**config.mk**
```make
export PLATFORM = sky130hd
export DESIGN_NAME = riap_remote_iack_proxy
export DESIGN_NICKNAME = d
export VERILOG_FILES = /design/src/riap_trigger_watch.v /design/src/riap_remote_iack_proxy.v
export VERILOG_INCLUDE_DIRS = /design/src
export SDC_FILE = /design/constraint.sdc
export NUM_CORES = 1
export LEC_CHECK = 0
export ABC_AREA = 1
export BUFFER_PORTS_ARGS = -buffer_cell sky130_fd_sc_hd__buf_4
export CELL_PAD_IN_SITES_DETAIL_PLACEMENT = 1
export CELL_PAD_IN_SITES_GLOBAL_PLACEMENT = 2
export CORE_ASPECT_RATIO = 0.8
export CORE_UTILIZATION = 34
export CTS_BUF_LIST = sky130_fd_sc_hd__clkbuf_4
export CTS_CLUSTER_DIAMETER = 200
export DETAILED_ROUTE_END_ITERATION = 10
export GPL_ROUTABILITY_DRIVEN = 0
export PLACE_DENSITY = 0.9
export SLEW_MARGIN = 20
export SYNTH_ARGS = -nofsm -noshare
export SYNTH_HDL_FRONTEND = slang
export SYNTH_SLANG_ARGS = --single-unit
export TNS_END_PERCENT = 50
```
**constraint.sdc**
```tcl
create_clock -name clk_sys -period 1.9 [get_ports clk_sys]
set_input_delay 0.095 -clock clk_sys [delete_from_list [all_inputs] [get_ports clk_sys]]
set_output_delay 0.095 -clock clk_sys [all_outputs]
set_load 0.02 [all_outputs]
```
**src/riap_consts.vh**
```
// offsets, fixed data values and timing counts of the remote interrupt acknowledge proxy
`ifndef RIAP_CONSTS_VH
`define RIAP_CONSTS_VH

// register offsets, byte addresses on the register port
`define RIAP_OFS_IRQ_LEVEL1_ACK 6'h32
`define RIAP_OFS_IRQ_LEVEL2_ACK 6'h34
`define RIAP_OFS_IRQ_LEVEL3_ACK 6'h36
`define RIAP_OFS_IRQ_LEVEL4_ACK 6'h38
`define RIAP_OFS_IRQ_LEVEL5_ACK 6'h3A
`define RIAP_OFS_IRQ_LEVEL6_ACK 6'h3C
`define RIAP_OFS_IRQ_LEVEL7_ACK 6'h3E
`define RIAP_OFS_SYNC_TRIGGER_REARM 6'h34
`define RIAP_OFS_ASYNC_TRIGGER_REARM 6'h36

// base from which an acknowledge offset maps to its level: level = (offset - base) / 2
`define RIAP_ACK_LEVEL_BASE 6'h30

// fixed read answers
`define RIAP_BACKPLANE_ACK_RDATA 16'hFFFF
`define RIAP_FAILED_ACK_RDATA 16'hFFFF
`define RIAP_UNMAPPED_RDATA 16'h0000

// reset values
`define RIAP_RST_FLAG 1'b0
`define RIAP_RST_LEVEL 3'h0

// timing: clock period and longest wait for the backplane handshake
`define RIAP_CLK_PERIOD_NS 10
`define RIAP_IACK_TIMEOUT_NS 10000
// 10 us at the 10 ns clock, sized to match the 16-bit timeout parameter
`define RIAP_IACK_TIMEOUT_CYC 16'h03E8

`endif

```
**src/riap_trigger_watch.v**
```verilog
// trigger source synchroniser and selected-source change detector
`timescale 1ns/100ps
`include "riap_consts.vh"

module riap_trigger_watch #(
  parameter SRC_W = 16,
  parameter SEL_W = 4
) (
  input wire clk_sys,
  input wire rst,
  input wire [SRC_W-1:0] trig_in,
  input wire [SEL_W-1:0] sel,
  output reg change_r
);

  reg [SRC_W-1:0] sync1_r;
  reg [SRC_W-1:0] sync2_r;
  reg [SRC_W-1:0] sync3_r;
  reg [SRC_W-1:0] level_r;
  reg [1:0] prime_r;
  wire [SRC_W-1:0] agree;
  wire primed;

  // a bit counts only once the second and third stages agree
  assign agree = ~(sync2_r ^ sync3_r);
  assign primed = (prime_r == 2'h3);

  // three-stage synchroniser, settled levels and one-cycle change pulse
  always @(posedge clk_sys)
  begin
    if (rst)
    begin
      sync1_r <= {SRC_W{1'b0}};
      sync2_r <= {SRC_W{1'b0}};
      sync3_r <= {SRC_W{1'b0}};
      level_r <= {SRC_W{1'b0}};
      prime_r <= 2'h0;
      change_r <= 1'b0;
    end
    else
    begin
      sync1_r <= trig_in;
      sync2_r <= sync1_r;
      sync3_r <= sync2_r;
      if (!primed)
      begin
        // adopt the pin levels after reset; the second stage already holds them, so no false change follows
        prime_r <= prime_r + 2'h1;
        level_r <= sync2_r;
        change_r <= 1'b0;
      end
      else
      begin
        level_r <= (level_r & ~agree) | (sync3_r & agree);
        change_r <= agree[sel] & (sync3_r[sel] != level_r[sel]);
      end
    end
  end

endmodule // riap_trigger_watch

```
**src/riap_remote_iack_proxy.v**
```verilog
// remote interrupt acknowledge proxy: acknowledge registers, trigger flag re-arm and backplane handshake
//
// Overview of operation
// - write at 0x36 re-arms trigger flag, unless the selected trigger changes in that cycle
// - seven read-only acknowledge registers, 0x32 to 0x3E
// - read runs acknowledge cycle, returns status/ID
// - only cable-side master reads start the cycle
// - backplane master reads return FFFF, no cycle
// - register address alone selects acknowledge level
// - selected trigger change sets flag until re-armed
`timescale 1ns/100ps
`include "riap_consts.vh"

module riap_remote_iack_proxy #(
  parameter DATA_W = 16,
  parameter ADDR_W = 6,
  parameter TRIG_W = 16,
  parameter SEL_W = 4,
  parameter TMO_W = 16,
  parameter [15:0] IACK_TIMEOUT_CYC = `RIAP_IACK_TIMEOUT_CYC
) (
  input wire clk_sys,
  input wire rst,
  // register port
  input wire reg_req,
  input wire reg_wr,
  input wire [ADDR_W-1:0] reg_addr,
  input wire [DATA_W-1:0] reg_wdata,
  input wire reg_from_cable,
  output reg reg_ack_r,
  output reg [DATA_W-1:0] reg_rdata_r,
  output reg reg_err_r,
  output reg reg_busy_r,
  // backplane interrupt acknowledge handshake
  output reg vme_iack_n_r,
  output reg vme_as_n_r,
  output reg vme_ds_n_r,
  output reg [2:0] vme_iack_level_r,
  input wire vme_dtack_n,
  input wire vme_berr_n,
  input wire [DATA_W-1:0] vme_data,
  // trigger flag
  input wire [TRIG_W-1:0] trig_in,
  input wire [SEL_W-1:0] internal_trigger_select,
  output reg async_trigger_int_flag_r,
  output reg sync_trigger_rearm_r
);

  // handshake states
  localparam [2:0] ST_IDLE = 3'h0;
  localparam [2:0] ST_SETUP = 3'h1;
  localparam [2:0] ST_WAIT = 3'h2;
  localparam [2:0] ST_RELEASE = 3'h3;
  localparam [2:0] ST_ANSWER = 3'h4;

  reg [2:0] state_r;
  reg [2:0] state_nxt;
  reg [TMO_W-1:0] tmo_cnt_r;
  reg [DATA_W-1:0] id_r;
  reg fail_r;

  // pin synchronisers
  reg dtack_s1_r;
  reg dtack_s2_r;
  reg dtack_s3_r;
  reg berr_s1_r;
  reg berr_s2_r;
  reg berr_s3_r;
  reg [DATA_W-1:0] data_s1_r;
  reg [DATA_W-1:0] data_s2_r;
  reg [DATA_W-1:0] data_s3_r;

  wire dtack_low;
  wire dtack_high;
  wire berr_low;
  wire tmo_hit;
  wire take;
  wire [2:0] req_level;
  wire trig_change;
  wire rearm_async;

  // level of an acknowledge offset, zero when the offset is none of them
  function [2:0] ack_level;
    input [ADDR_W-1:0] addr;
    reg [ADDR_W-1:0] diff;
    begin
      diff = addr - `RIAP_ACK_LEVEL_BASE;
      if (addr >= `RIAP_OFS_IRQ_LEVEL1_ACK && addr <= `RIAP_OFS_IRQ_LEVEL7_ACK && !addr[0])
        ack_level = diff[3:1];
      else
        ack_level = 3'h0;
    end
  endfunction

  // requests are only taken while no acknowledge cycle is in flight
  assign take = reg_req & ~reg_busy_r;
  assign req_level = ack_level(reg_addr);
  assign rearm_async = take & reg_wr & (reg_addr == `RIAP_OFS_ASYNC_TRIGGER_REARM);

  // levels count once second and third stages agree
  assign dtack_low = ~dtack_s2_r & ~dtack_s3_r;
  assign dtack_high = dtack_s2_r & dtack_s3_r;
  assign berr_low = ~berr_s2_r & ~berr_s3_r;
  assign tmo_hit = (tmo_cnt_r >= IACK_TIMEOUT_CYC);

  // watches the selected trigger source for a change
  riap_trigger_watch #(
    .SRC_W(TRIG_W),
    .SEL_W(SEL_W)
  ) u_trigger_watch (
    .clk_sys(clk_sys),
    .rst(rst),
    .trig_in(trig_in),
    .sel(internal_trigger_select),
    .change_r(trig_change)
  );

  // three-stage synchronisers for the handshake pins and the status/ID lines
  always @(posedge clk_sys)
  begin
    if (rst)
    begin
      dtack_s1_r <= 1'b1;
      dtack_s2_r <= 1'b1;
      dtack_s3_r <= 1'b1;
      berr_s1_r <= 1'b1;
      berr_s2_r <= 1'b1;
      berr_s3_r <= 1'b1;
      data_s1_r <= {DATA_W{1'b0}};
      data_s2_r <= {DATA_W{1'b0}};
      data_s3_r <= {DATA_W{1'b0}};
    end
    else
    begin
      dtack_s1_r <= vme_dtack_n;
      dtack_s2_r <= dtack_s1_r;
      dtack_s3_r <= dtack_s2_r;
      berr_s1_r <= vme_berr_n;
      berr_s2_r <= berr_s1_r;
      berr_s3_r <= berr_s2_r;
      data_s1_r <= vme_data;
      data_s2_r <= data_s1_r;
      data_s3_r <= data_s2_r;
    end
  end

  // next state of the acknowledge handshake
  always @*
  begin
    state_nxt = state_r;
    case (state_r)
      ST_IDLE:
      begin
        if (take && !reg_wr && reg_from_cable && req_level != 3'h0)
          state_nxt = ST_SETUP;
      end
      ST_SETUP:
        state_nxt = ST_WAIT;
      ST_WAIT:
      begin
        if (dtack_low || berr_low || tmo_hit)
          state_nxt = ST_RELEASE;
      end
      ST_RELEASE:
      begin
        // wait for the interrupter to let go, or for the timeout, before the next cycle may start
        if ((dtack_high && !berr_low) || tmo_hit)
          state_nxt = ST_ANSWER;
      end
      ST_ANSWER:
        state_nxt = ST_IDLE;
      default:
        state_nxt = ST_IDLE;
    endcase
  end

  // handshake registers and strobes on the backplane
  always @(posedge clk_sys)
  begin
    if (rst)
    begin
      state_r <= ST_IDLE;
      tmo_cnt_r <= {TMO_W{1'b0}};
      id_r <= {DATA_W{1'b0}};
      fail_r <= 1'b0;
      vme_iack_n_r <= 1'b1;
      vme_as_n_r <= 1'b1;
      vme_ds_n_r <= 1'b1;
      vme_iack_level_r <= `RIAP_RST_LEVEL;
    end
    else
    begin
      state_r <= state_nxt;
      case (state_r)
        ST_IDLE:
        begin
          tmo_cnt_r <= {TMO_W{1'b0}};
          if (state_nxt == ST_SETUP)
          begin
            // the offset alone picks the level driven on the backplane
            vme_iack_level_r <= req_level;
            vme_iack_n_r <= 1'b0;
            fail_r <= 1'b0;
          end
        end
        ST_SETUP:
        begin
          vme_as_n_r <= 1'b0;
          vme_ds_n_r <= 1'b0;
        end
        ST_WAIT:
        begin
          tmo_cnt_r <= tmo_cnt_r + {{(TMO_W-1){1'b0}}, 1'b1};
          if (state_nxt == ST_RELEASE)
          begin
            // status/ID is taken while the interrupter still holds it
            if (dtack_low && !berr_low)
              id_r <= data_s3_r;
            else
              id_r <= `RIAP_FAILED_ACK_RDATA;
            fail_r <= ~dtack_low | berr_low;
            tmo_cnt_r <= {TMO_W{1'b0}};
            vme_as_n_r <= 1'b1;
            vme_ds_n_r <= 1'b1;
            vme_iack_n_r <= 1'b1;
          end
        end
        ST_RELEASE:
        begin
          tmo_cnt_r <= tmo_cnt_r + {{(TMO_W-1){1'b0}}, 1'b1};
          if (state_nxt == ST_ANSWER)
            vme_iack_level_r <= `RIAP_RST_LEVEL;
        end
        ST_ANSWER:
          tmo_cnt_r <= {TMO_W{1'b0}};
        default:
        begin
          vme_as_n_r <= 1'b1;
          vme_ds_n_r <= 1'b1;
          vme_iack_n_r <= 1'b1;
        end
      endcase
    end
  end

  // register port answers: immediate for writes, unmapped reads and local reads, after the handshake otherwise
  always @(posedge clk_sys)
  begin
    if (rst)
    begin
      reg_ack_r <= 1'b0;
      reg_rdata_r <= {DATA_W{1'b0}};
      reg_err_r <= 1'b0;
      reg_busy_r <= 1'b0;
    end
    else
    begin
      reg_ack_r <= 1'b0;
      reg_err_r <= 1'b0;
      if (state_r == ST_ANSWER)
      begin
        reg_ack_r <= 1'b1;
        reg_rdata_r <= id_r;
        reg_err_r <= fail_r;
        reg_busy_r <= 1'b0;
      end
      else if (take)
      begin
        if (reg_wr)
        begin
          // write data is ignored; only the offset matters
          reg_ack_r <= 1'b1;
          reg_rdata_r <= {DATA_W{1'b0}};
        end
        else if (req_level == 3'h0)
        begin
          reg_ack_r <= 1'b1;
          reg_rdata_r <= `RIAP_UNMAPPED_RDATA;
        end
        else if (!reg_from_cable)
        begin
          // a backplane master gets the constant and starts nothing
          reg_ack_r <= 1'b1;
          reg_rdata_r <= `RIAP_BACKPLANE_ACK_RDATA;
        end
        else
          reg_busy_r <= 1'b1;
      end
    end
  end

  // trigger flag and re-arm strobes; a change in the re-arm cycle keeps the flag set
  always @(posedge clk_sys)
  begin
    if (rst)
    begin
      async_trigger_int_flag_r <= `RIAP_RST_FLAG;
      sync_trigger_rearm_r <= 1'b0;
    end
    else
    begin
      if (trig_change)
        async_trigger_int_flag_r <= 1'b1;
      else if (rearm_async)
        async_trigger_int_flag_r <= 1'b0;
      sync_trigger_rearm_r <= take & reg_wr & (reg_addr == `RIAP_OFS_SYNC_TRIGGER_REARM);
    end
  end

endmodule // riap_remote_iack_proxy

```
---- Word level (Yosys, flattened, before mapping) ----
Cells that the tools add are included.
operators by class
  $add $sub $neg .......................... 3
  $lt $le $gt $ge ......................... 4
  eq/ne operators ......................... 15
  mux-type cells .......................... 36
  bitwise operators ....................... 27
  reduce and logical (&&, ||, !) cells .... 34
operators with widths
  cell                     count
  $mux W16                 8
  $pmux W16 S3             1
  $and A16 B16 Y16         2
  $not A16 Y16             2
  $mux W3                  6
  $add A16 B1 Y16 const B  1
  $ge A16 B10 Y1 const B   1
  $or A16 B16 Y16          1
  $xor A16 B16 Y16         1
  $mux W1                  13
  $bmux W1 S4              3
  $eq A6 B6 Y1 const B     2
  $not A1 Y1               12
  $pmux W3 S4              1
  $eq A3 B2 Y1 const B     3
  $reduce_and A3 Y1        3
  $and A1 B1 Y1            8
  $reduce_bool A2 Y1       4
  $reduce_or A2 Y1         4
  $logic_and A1 B1 Y1      7
  $eq A3 B1 Y1 const B     2
  $eq A3 B3 Y1 const B     2
  $ge A6 B6 Y1 const B     1
  $le A6 B6 Y1 const B     1
  other kinds (18)         30
word-level totals
  register bits ........................... 183
  input port bits ......................... 65
  output and inout port bits .............. 27
  word-level logic and storage cells ...... 147

---- Depth between registers and ports, before layout ----
  depth in word-level cells ............... 11
  depth in mapped cells ................... 12

---- By module ----
From an unflattened synthesis, not the netlist that was laid out.
unflattened totals
  cells, all modules ...................... 948
  area total of the unflattened synthesis .. 7,135.6 um^2
by module, submodules not included
  module                  times used  cells each  area an instance (um^2)
  riap_remote_iack_proxy  1           542         4,332.9
  riap_trigger_watch      1           406         2,802.7

---- Worst setup path before layout ----
Ideal clock, no wire load.
  kind .................................... flip-flop to flip-flop
  start point ............................. register u_trigger_watch.prime_r[0]
  end point ............................... register (tool-made name)
  arrival ................................. 1,290 ps
  setup slack ............................. 477 ps
  stages on the path, launching flop included .. 7
  path through ............................ dfxtp_1 -> ha_1 -> clkbuf_1 -> inv_1 -> clkbuf_1 -> o21ai_0 -> a21oi_1
RTL lines
  what                      line                     text
  start: declaration        riap_trigger_watch.v:20  reg [1:0] prime_r;
  start signal: assignment  riap_trigger_watch.v:48  prime_r <= prime_r + 2'h1;

---- Worst setup path after layout ----
  start point ............................. register state_r[0]
  end point ............................... register reg_ack_r
on the way
  cells in the longest elaborated chain, start to end .. 2
RTL lines
  what                      line                          text
  start: declaration        riap_remote_iack_proxy.v:56   reg [2:0] state_r;
  start signal: assignment  riap_remote_iack_proxy.v:193  state_r <= state_nxt;
  $eq A3 B3 Y1              riap_remote_iack_proxy.v:260  if (state_r == ST_ANSWER)
  $mux W1                   riap_remote_iack_proxy.v:260
  end signal: assignment    riap_remote_iack_proxy.v:258  reg_ack_r <= 1'b0;
  end signal: assignment    riap_remote_iack_proxy.v:262  reg_ack_r <= 1'b1;
  end signal: assignment    riap_remote_iack_proxy.v:272  reg_ack_r <= 1'b1;
  end: declaration          riap_remote_iack_proxy.v:30   output reg reg_ack_r,
No other way between the ends.
A chain may end at the register's enable or synchronous reset.

==> qor.csv <==
stage;metric;value;unit
yosys;yosysWarnings;0;
power_and_ir_drop;p_leak;4.04;nW
routing;num_vias;6134;
routing;viasPerCell;4.47;
worst_hold_path;hp-start;internal_trigger_select[1];
yosys;yosysUniqueCellTypes;40;
die;die_area;21700;um^2
yosys;avgSynthCellArea;7.47;um^2
worst_setup_path;timing.rr.start;state_r[0]$_SDFF_PP0_;
status;status;finished, final reports clean;
cts;clk_path_buf_depth;2;
timing;fmax;561;MHz
timing;skew;0.0313;ns
layout;final_cell_mix;dfxtp_1, nor2_1, inv_1;
layout;fin_nets;1158;
grt;grt_pass1_vias;6162;
worst_setup_path;critPathMaxStageDelay;0.55;ns
worst_setup_path;critPathLaunchType;register;
cts;insertion_delay;0.60;ns
worst_setup_path;path_cells;nor2_2 -> inv_2 -> nor2_4 -> buf_4 -> nor2_8 -> nor2_1 -> dlygate4sd3_1;
grt;grt_overflow_total;0;
timing;rsz0062_at_grt;true;
worst_setup_path;reg2reg_slack;0.12;ns
yosys;synthesis.nets;1027;
power_and_ir_drop;cellPowerDensity;773;nW/um^2
cts;cts_max_level;4;
yosys;syn_inst;959;
worst_setup_path;end_kind;register;
power_and_ir_drop;ir_drop;0.480;mV
routing;detail_route.wirelength;16200;um
worst_hold_path;holdPathEnd;u_trigger_watch.change_r$_SDFF_PP0_;
timing;drv_slew;0;
layout;fin_cells;1373;
yosys;seq_area_frac_synth;0.512;
worst_setup_path;crit_path_top_delay_cell;dlygate4sd3_1;
worst_setup_path;rr_worst_depth;7;
worst_setup_path;crit_required;2.41;ns
worst_setup_path;arrival;2.29;ns
timing;slew_headroom;0.765;
cts;cts_tree;yes;
layout;final_common_cell;dfxtp_1;
grt;antenna_found_initial;1;
timing;tightest_slew;0.349;ns
timing;fin_crit_sh;0.938;
timing;setup_tns;0;ns
worst_hold_path;hp-class;primary input to register;
timing;layout_min_cycle_time;1.78;ns
die;start_util;0.347;
flow_run;maxCapViolCount;0;
routing;drcViolationCount;0;
yosys;synth_area;7160;um^2
worst_setup_path;timing.rr.end;reg_ack_r$_SDFF_PP0_;
die;core;20600;um^2
layout;drive_above_1_share;0.159;
grt;grt_max_degree;33;
placed_design;numPlacedInstances;1285;
timing;setup_viol;0;
placed_design;dp_hpwl;11200;um
cts;cts_buffers;17;
die;rows;47;
worst_setup_path;crit_path_max_fanout;17;
cts;path_clk_slew;0.18;ns
routing;drt_pass1_iterations;4;
cts;clkSinkCount;183;
yosys;ys_ff_latch;183;
cts;cts-root-buf;clkbuf_4;
worst_hold_path;hold_depth;7;
die;io_pins;92;
routing;routedWlPerCell;11.8;um
worst_setup_path;crit_type;register to register;
grt;grtUsageTotal;0.162;
die;die_w;164;um
routing;ant_nets;0;
die;die_h;132;um
routing;drt_iter0_drc;287;
layout;fillCellCount;2551;
timing;hold_viol;0;
grt;grt_pass1_wl;28300;um
layout;area_delta_synth_final;25.4;%
placed_design;io_buffers;75;
state kept, by name (all words and copies together), names as in the netlist, 2 cells and up, named ones only:
name and flops:
u_trigger_watch.sync3_r 16, reg_rdata_r 16, u_trigger_watch.prime_r 2, u_trigger_watch.sync2_r 16
data_s3_r 16, id_r 16, data_s2_r 16, tmo_cnt_r 16
u_trigger_watch.sync1_r 16, vme_iack_level_r 3, state_r 3, data_s1_r 16
synth_stat cells:
| master | n | share of area |
|---|---|---|
| dfxtp_1 | 183 | 0.51 |
| nor2_1 | 166 | 0.087 |
| inv_1 | 165 | 0.086 |
| nand2_1 | 154 | 0.081 |
| nand3_1 | 72 | 0.050 |
| a21oi_1 | 34 | 0.024 |
| o21ai_0 | 32 | 0.022 |
| nor3_1 | 25 | 0.017 |
| clkbuf_1 | 23 | 0.012 |
| a31oi_1 | 16 | 0.014 |
| o21ai_1 | 12 | 0.0084 |
| nand4_1 | 8 | 0.0070 |
| or2_2 | 8 | 0.0070 |
| inv_2 | 6 | 0.0031 |
| buf_2 | 5 | 0.0035 |
| nor2_2 | 5 | 0.0044 |
| buf_6 | 4 | 0.0063 |
| nand2_2 | 4 | 0.0035 |
| xor2_1 | 4 | 0.0049 |
| buf_4 | 3 | 0.0031 |
| ha_1 | 3 | 0.0052 |
| nor2_4 | 3 | 0.0047 |
| nand2_4 | 2 | 0.0031 |
| nand3_2 | 2 | 0.0028 |
| nand4_2 | 2 | 0.0035 |
| nor3_2 | 2 | 0.0028 |
| nor4_1 | 2 | 0.0017 |
| o211ai_1 | 2 | 0.0021 |
| a21boi_4 | 1 | 0.0026 |
| a21oi_2 | 1 | 0.0012 |
| a31o_2 | 1 | 0.0012 |
| a31oi_2 | 1 | 0.0017 |
| buf_1 | 1 | 0.00052 |
| clkbuf_2 | 1 | 0.00070 |
| clkinv_1 | 1 | 0.00052 |
| inv_4 | 1 | 0.00087 |
| nand3_4 | 1 | 0.0024 |
| nand3b_2 | 1 | 0.0016 |
| nor2_8 | 1 | 0.0028 |
| or2_1 | 1 | 0.00087 |
worst max path at each step:
stage                                       startpoint                               end  slack [ns]  depth (start not counted)
2_1_floorplan  u_trigger_watch.prime_r[0]$_SDFFE_PP0P_                          register        0.48                          6
3_3_place_gp                     state_r[0]$_SDFF_PP0_        tmo_cnt_r[10]$_SDFFE_PP0P_        0.32                          8
3_5_place_dp                 tmo_cnt_r[8]$_SDFFE_PP0P_              id_r[5]$_SDFFE_PP0P_        0.27                          8
4_1_cts                          state_r[0]$_SDFF_PP0_              reg_ack_r$_SDFF_PP0_        0.03                          7
5_1_grt                          state_r[1]$_SDFF_PP0_  vme_iack_level_r[2]$_SDFFE_PP0P_      -0.003                          8
6_report                         state_r[0]$_SDFF_PP0_              reg_ack_r$_SDFF_PP0_        0.12                          7
logic make-up (layout without fill, tap and decap cells):
logic type / count (synthesis) / in the layout / synth area share
AO/OA/AOI/OAI: 100 / 100 / 0.0774
XOR/XNOR: 4 / 4 / 0.00489
adder cells (fa/ha/maj): 3 / 3 / 0.00524
buffers and inverters: 210 / 354 / 0.117
flip-flops: 183 / 183 / 0.512
other: 0 / 1 / 0
AND/OR/NAND/NOR: 459 / 459 / 0.284
final cells by class:
class	instances	area (um^2)	area share
flip-flops and latches	183	3670	0.409
multi-input cells	566	2670	0.297
repair buffers	149	1330	0.148
inverters	173	652	0.0726
well taps	269	337	0.0375
clock inverters	15	193	0.0215
clock buffers	17	128	0.0142
diodes	1	2.50	0.000279
metrics by stage:
stage	power, mW	cell area [um^2]	hold WS, ns	util	setup WS (ns)
detailed placement	4.67	8090	0.284	0.392	0.266
CTS	7.08	8960	0.0222	0.434	0.0315
floorplan	4.42	7160	0.172	-	0.477
finish	6.94	8980	0.0922	0.435	0.118
global route	7.32	8980	0.0928	0.435	-0.00284
global placement	4.65	8090	0.285	0.392	0.322
what timing repair did:
| action | 4_1_cts | 5_1_grt |
|---|---|---|
| endpoints found under the hold margin | 65 | 0 |
| hold buffers | 55 | 0 |
| setup endpoints to repair | 0 | 4 |
| buffers inserted | 0 | 1 |
| resized for setup | 0 | 7 |
where the power goes:
part / total, mW / switching (mW) / leakage (nW) / internal [mW]
registers: 4.02 / 0.0541 / 1.50 / 3.96
clock network: 2.28 / 1.63 / 0.165 / 0.649
logic: 0.649 / 0.346 / 2.38 / 0.303
layer usage:
| layer | global-route usage | routed length, um | share of wire |
|---|---|---|---|
| met5 | 0 | 0 | 0 |
| met1 | 0.209 | 8090 | 0.50 |
| met3 | 0.0355 | 503 | 0.031 |
| met2 | 0.267 | 7430 | 0.46 |
| met4 | 0.0504 | 198 | 0.012 |
worst max-delay path: cells and delay by family (launching register included):
family | cells | cell delay [ns]
buffers and inverters | 3 | 0.83
and+or+nand+nor | 4 | 0.44
DFF | 1 | 0.42
Note: power is estimated with default switching activity, not from simulation.
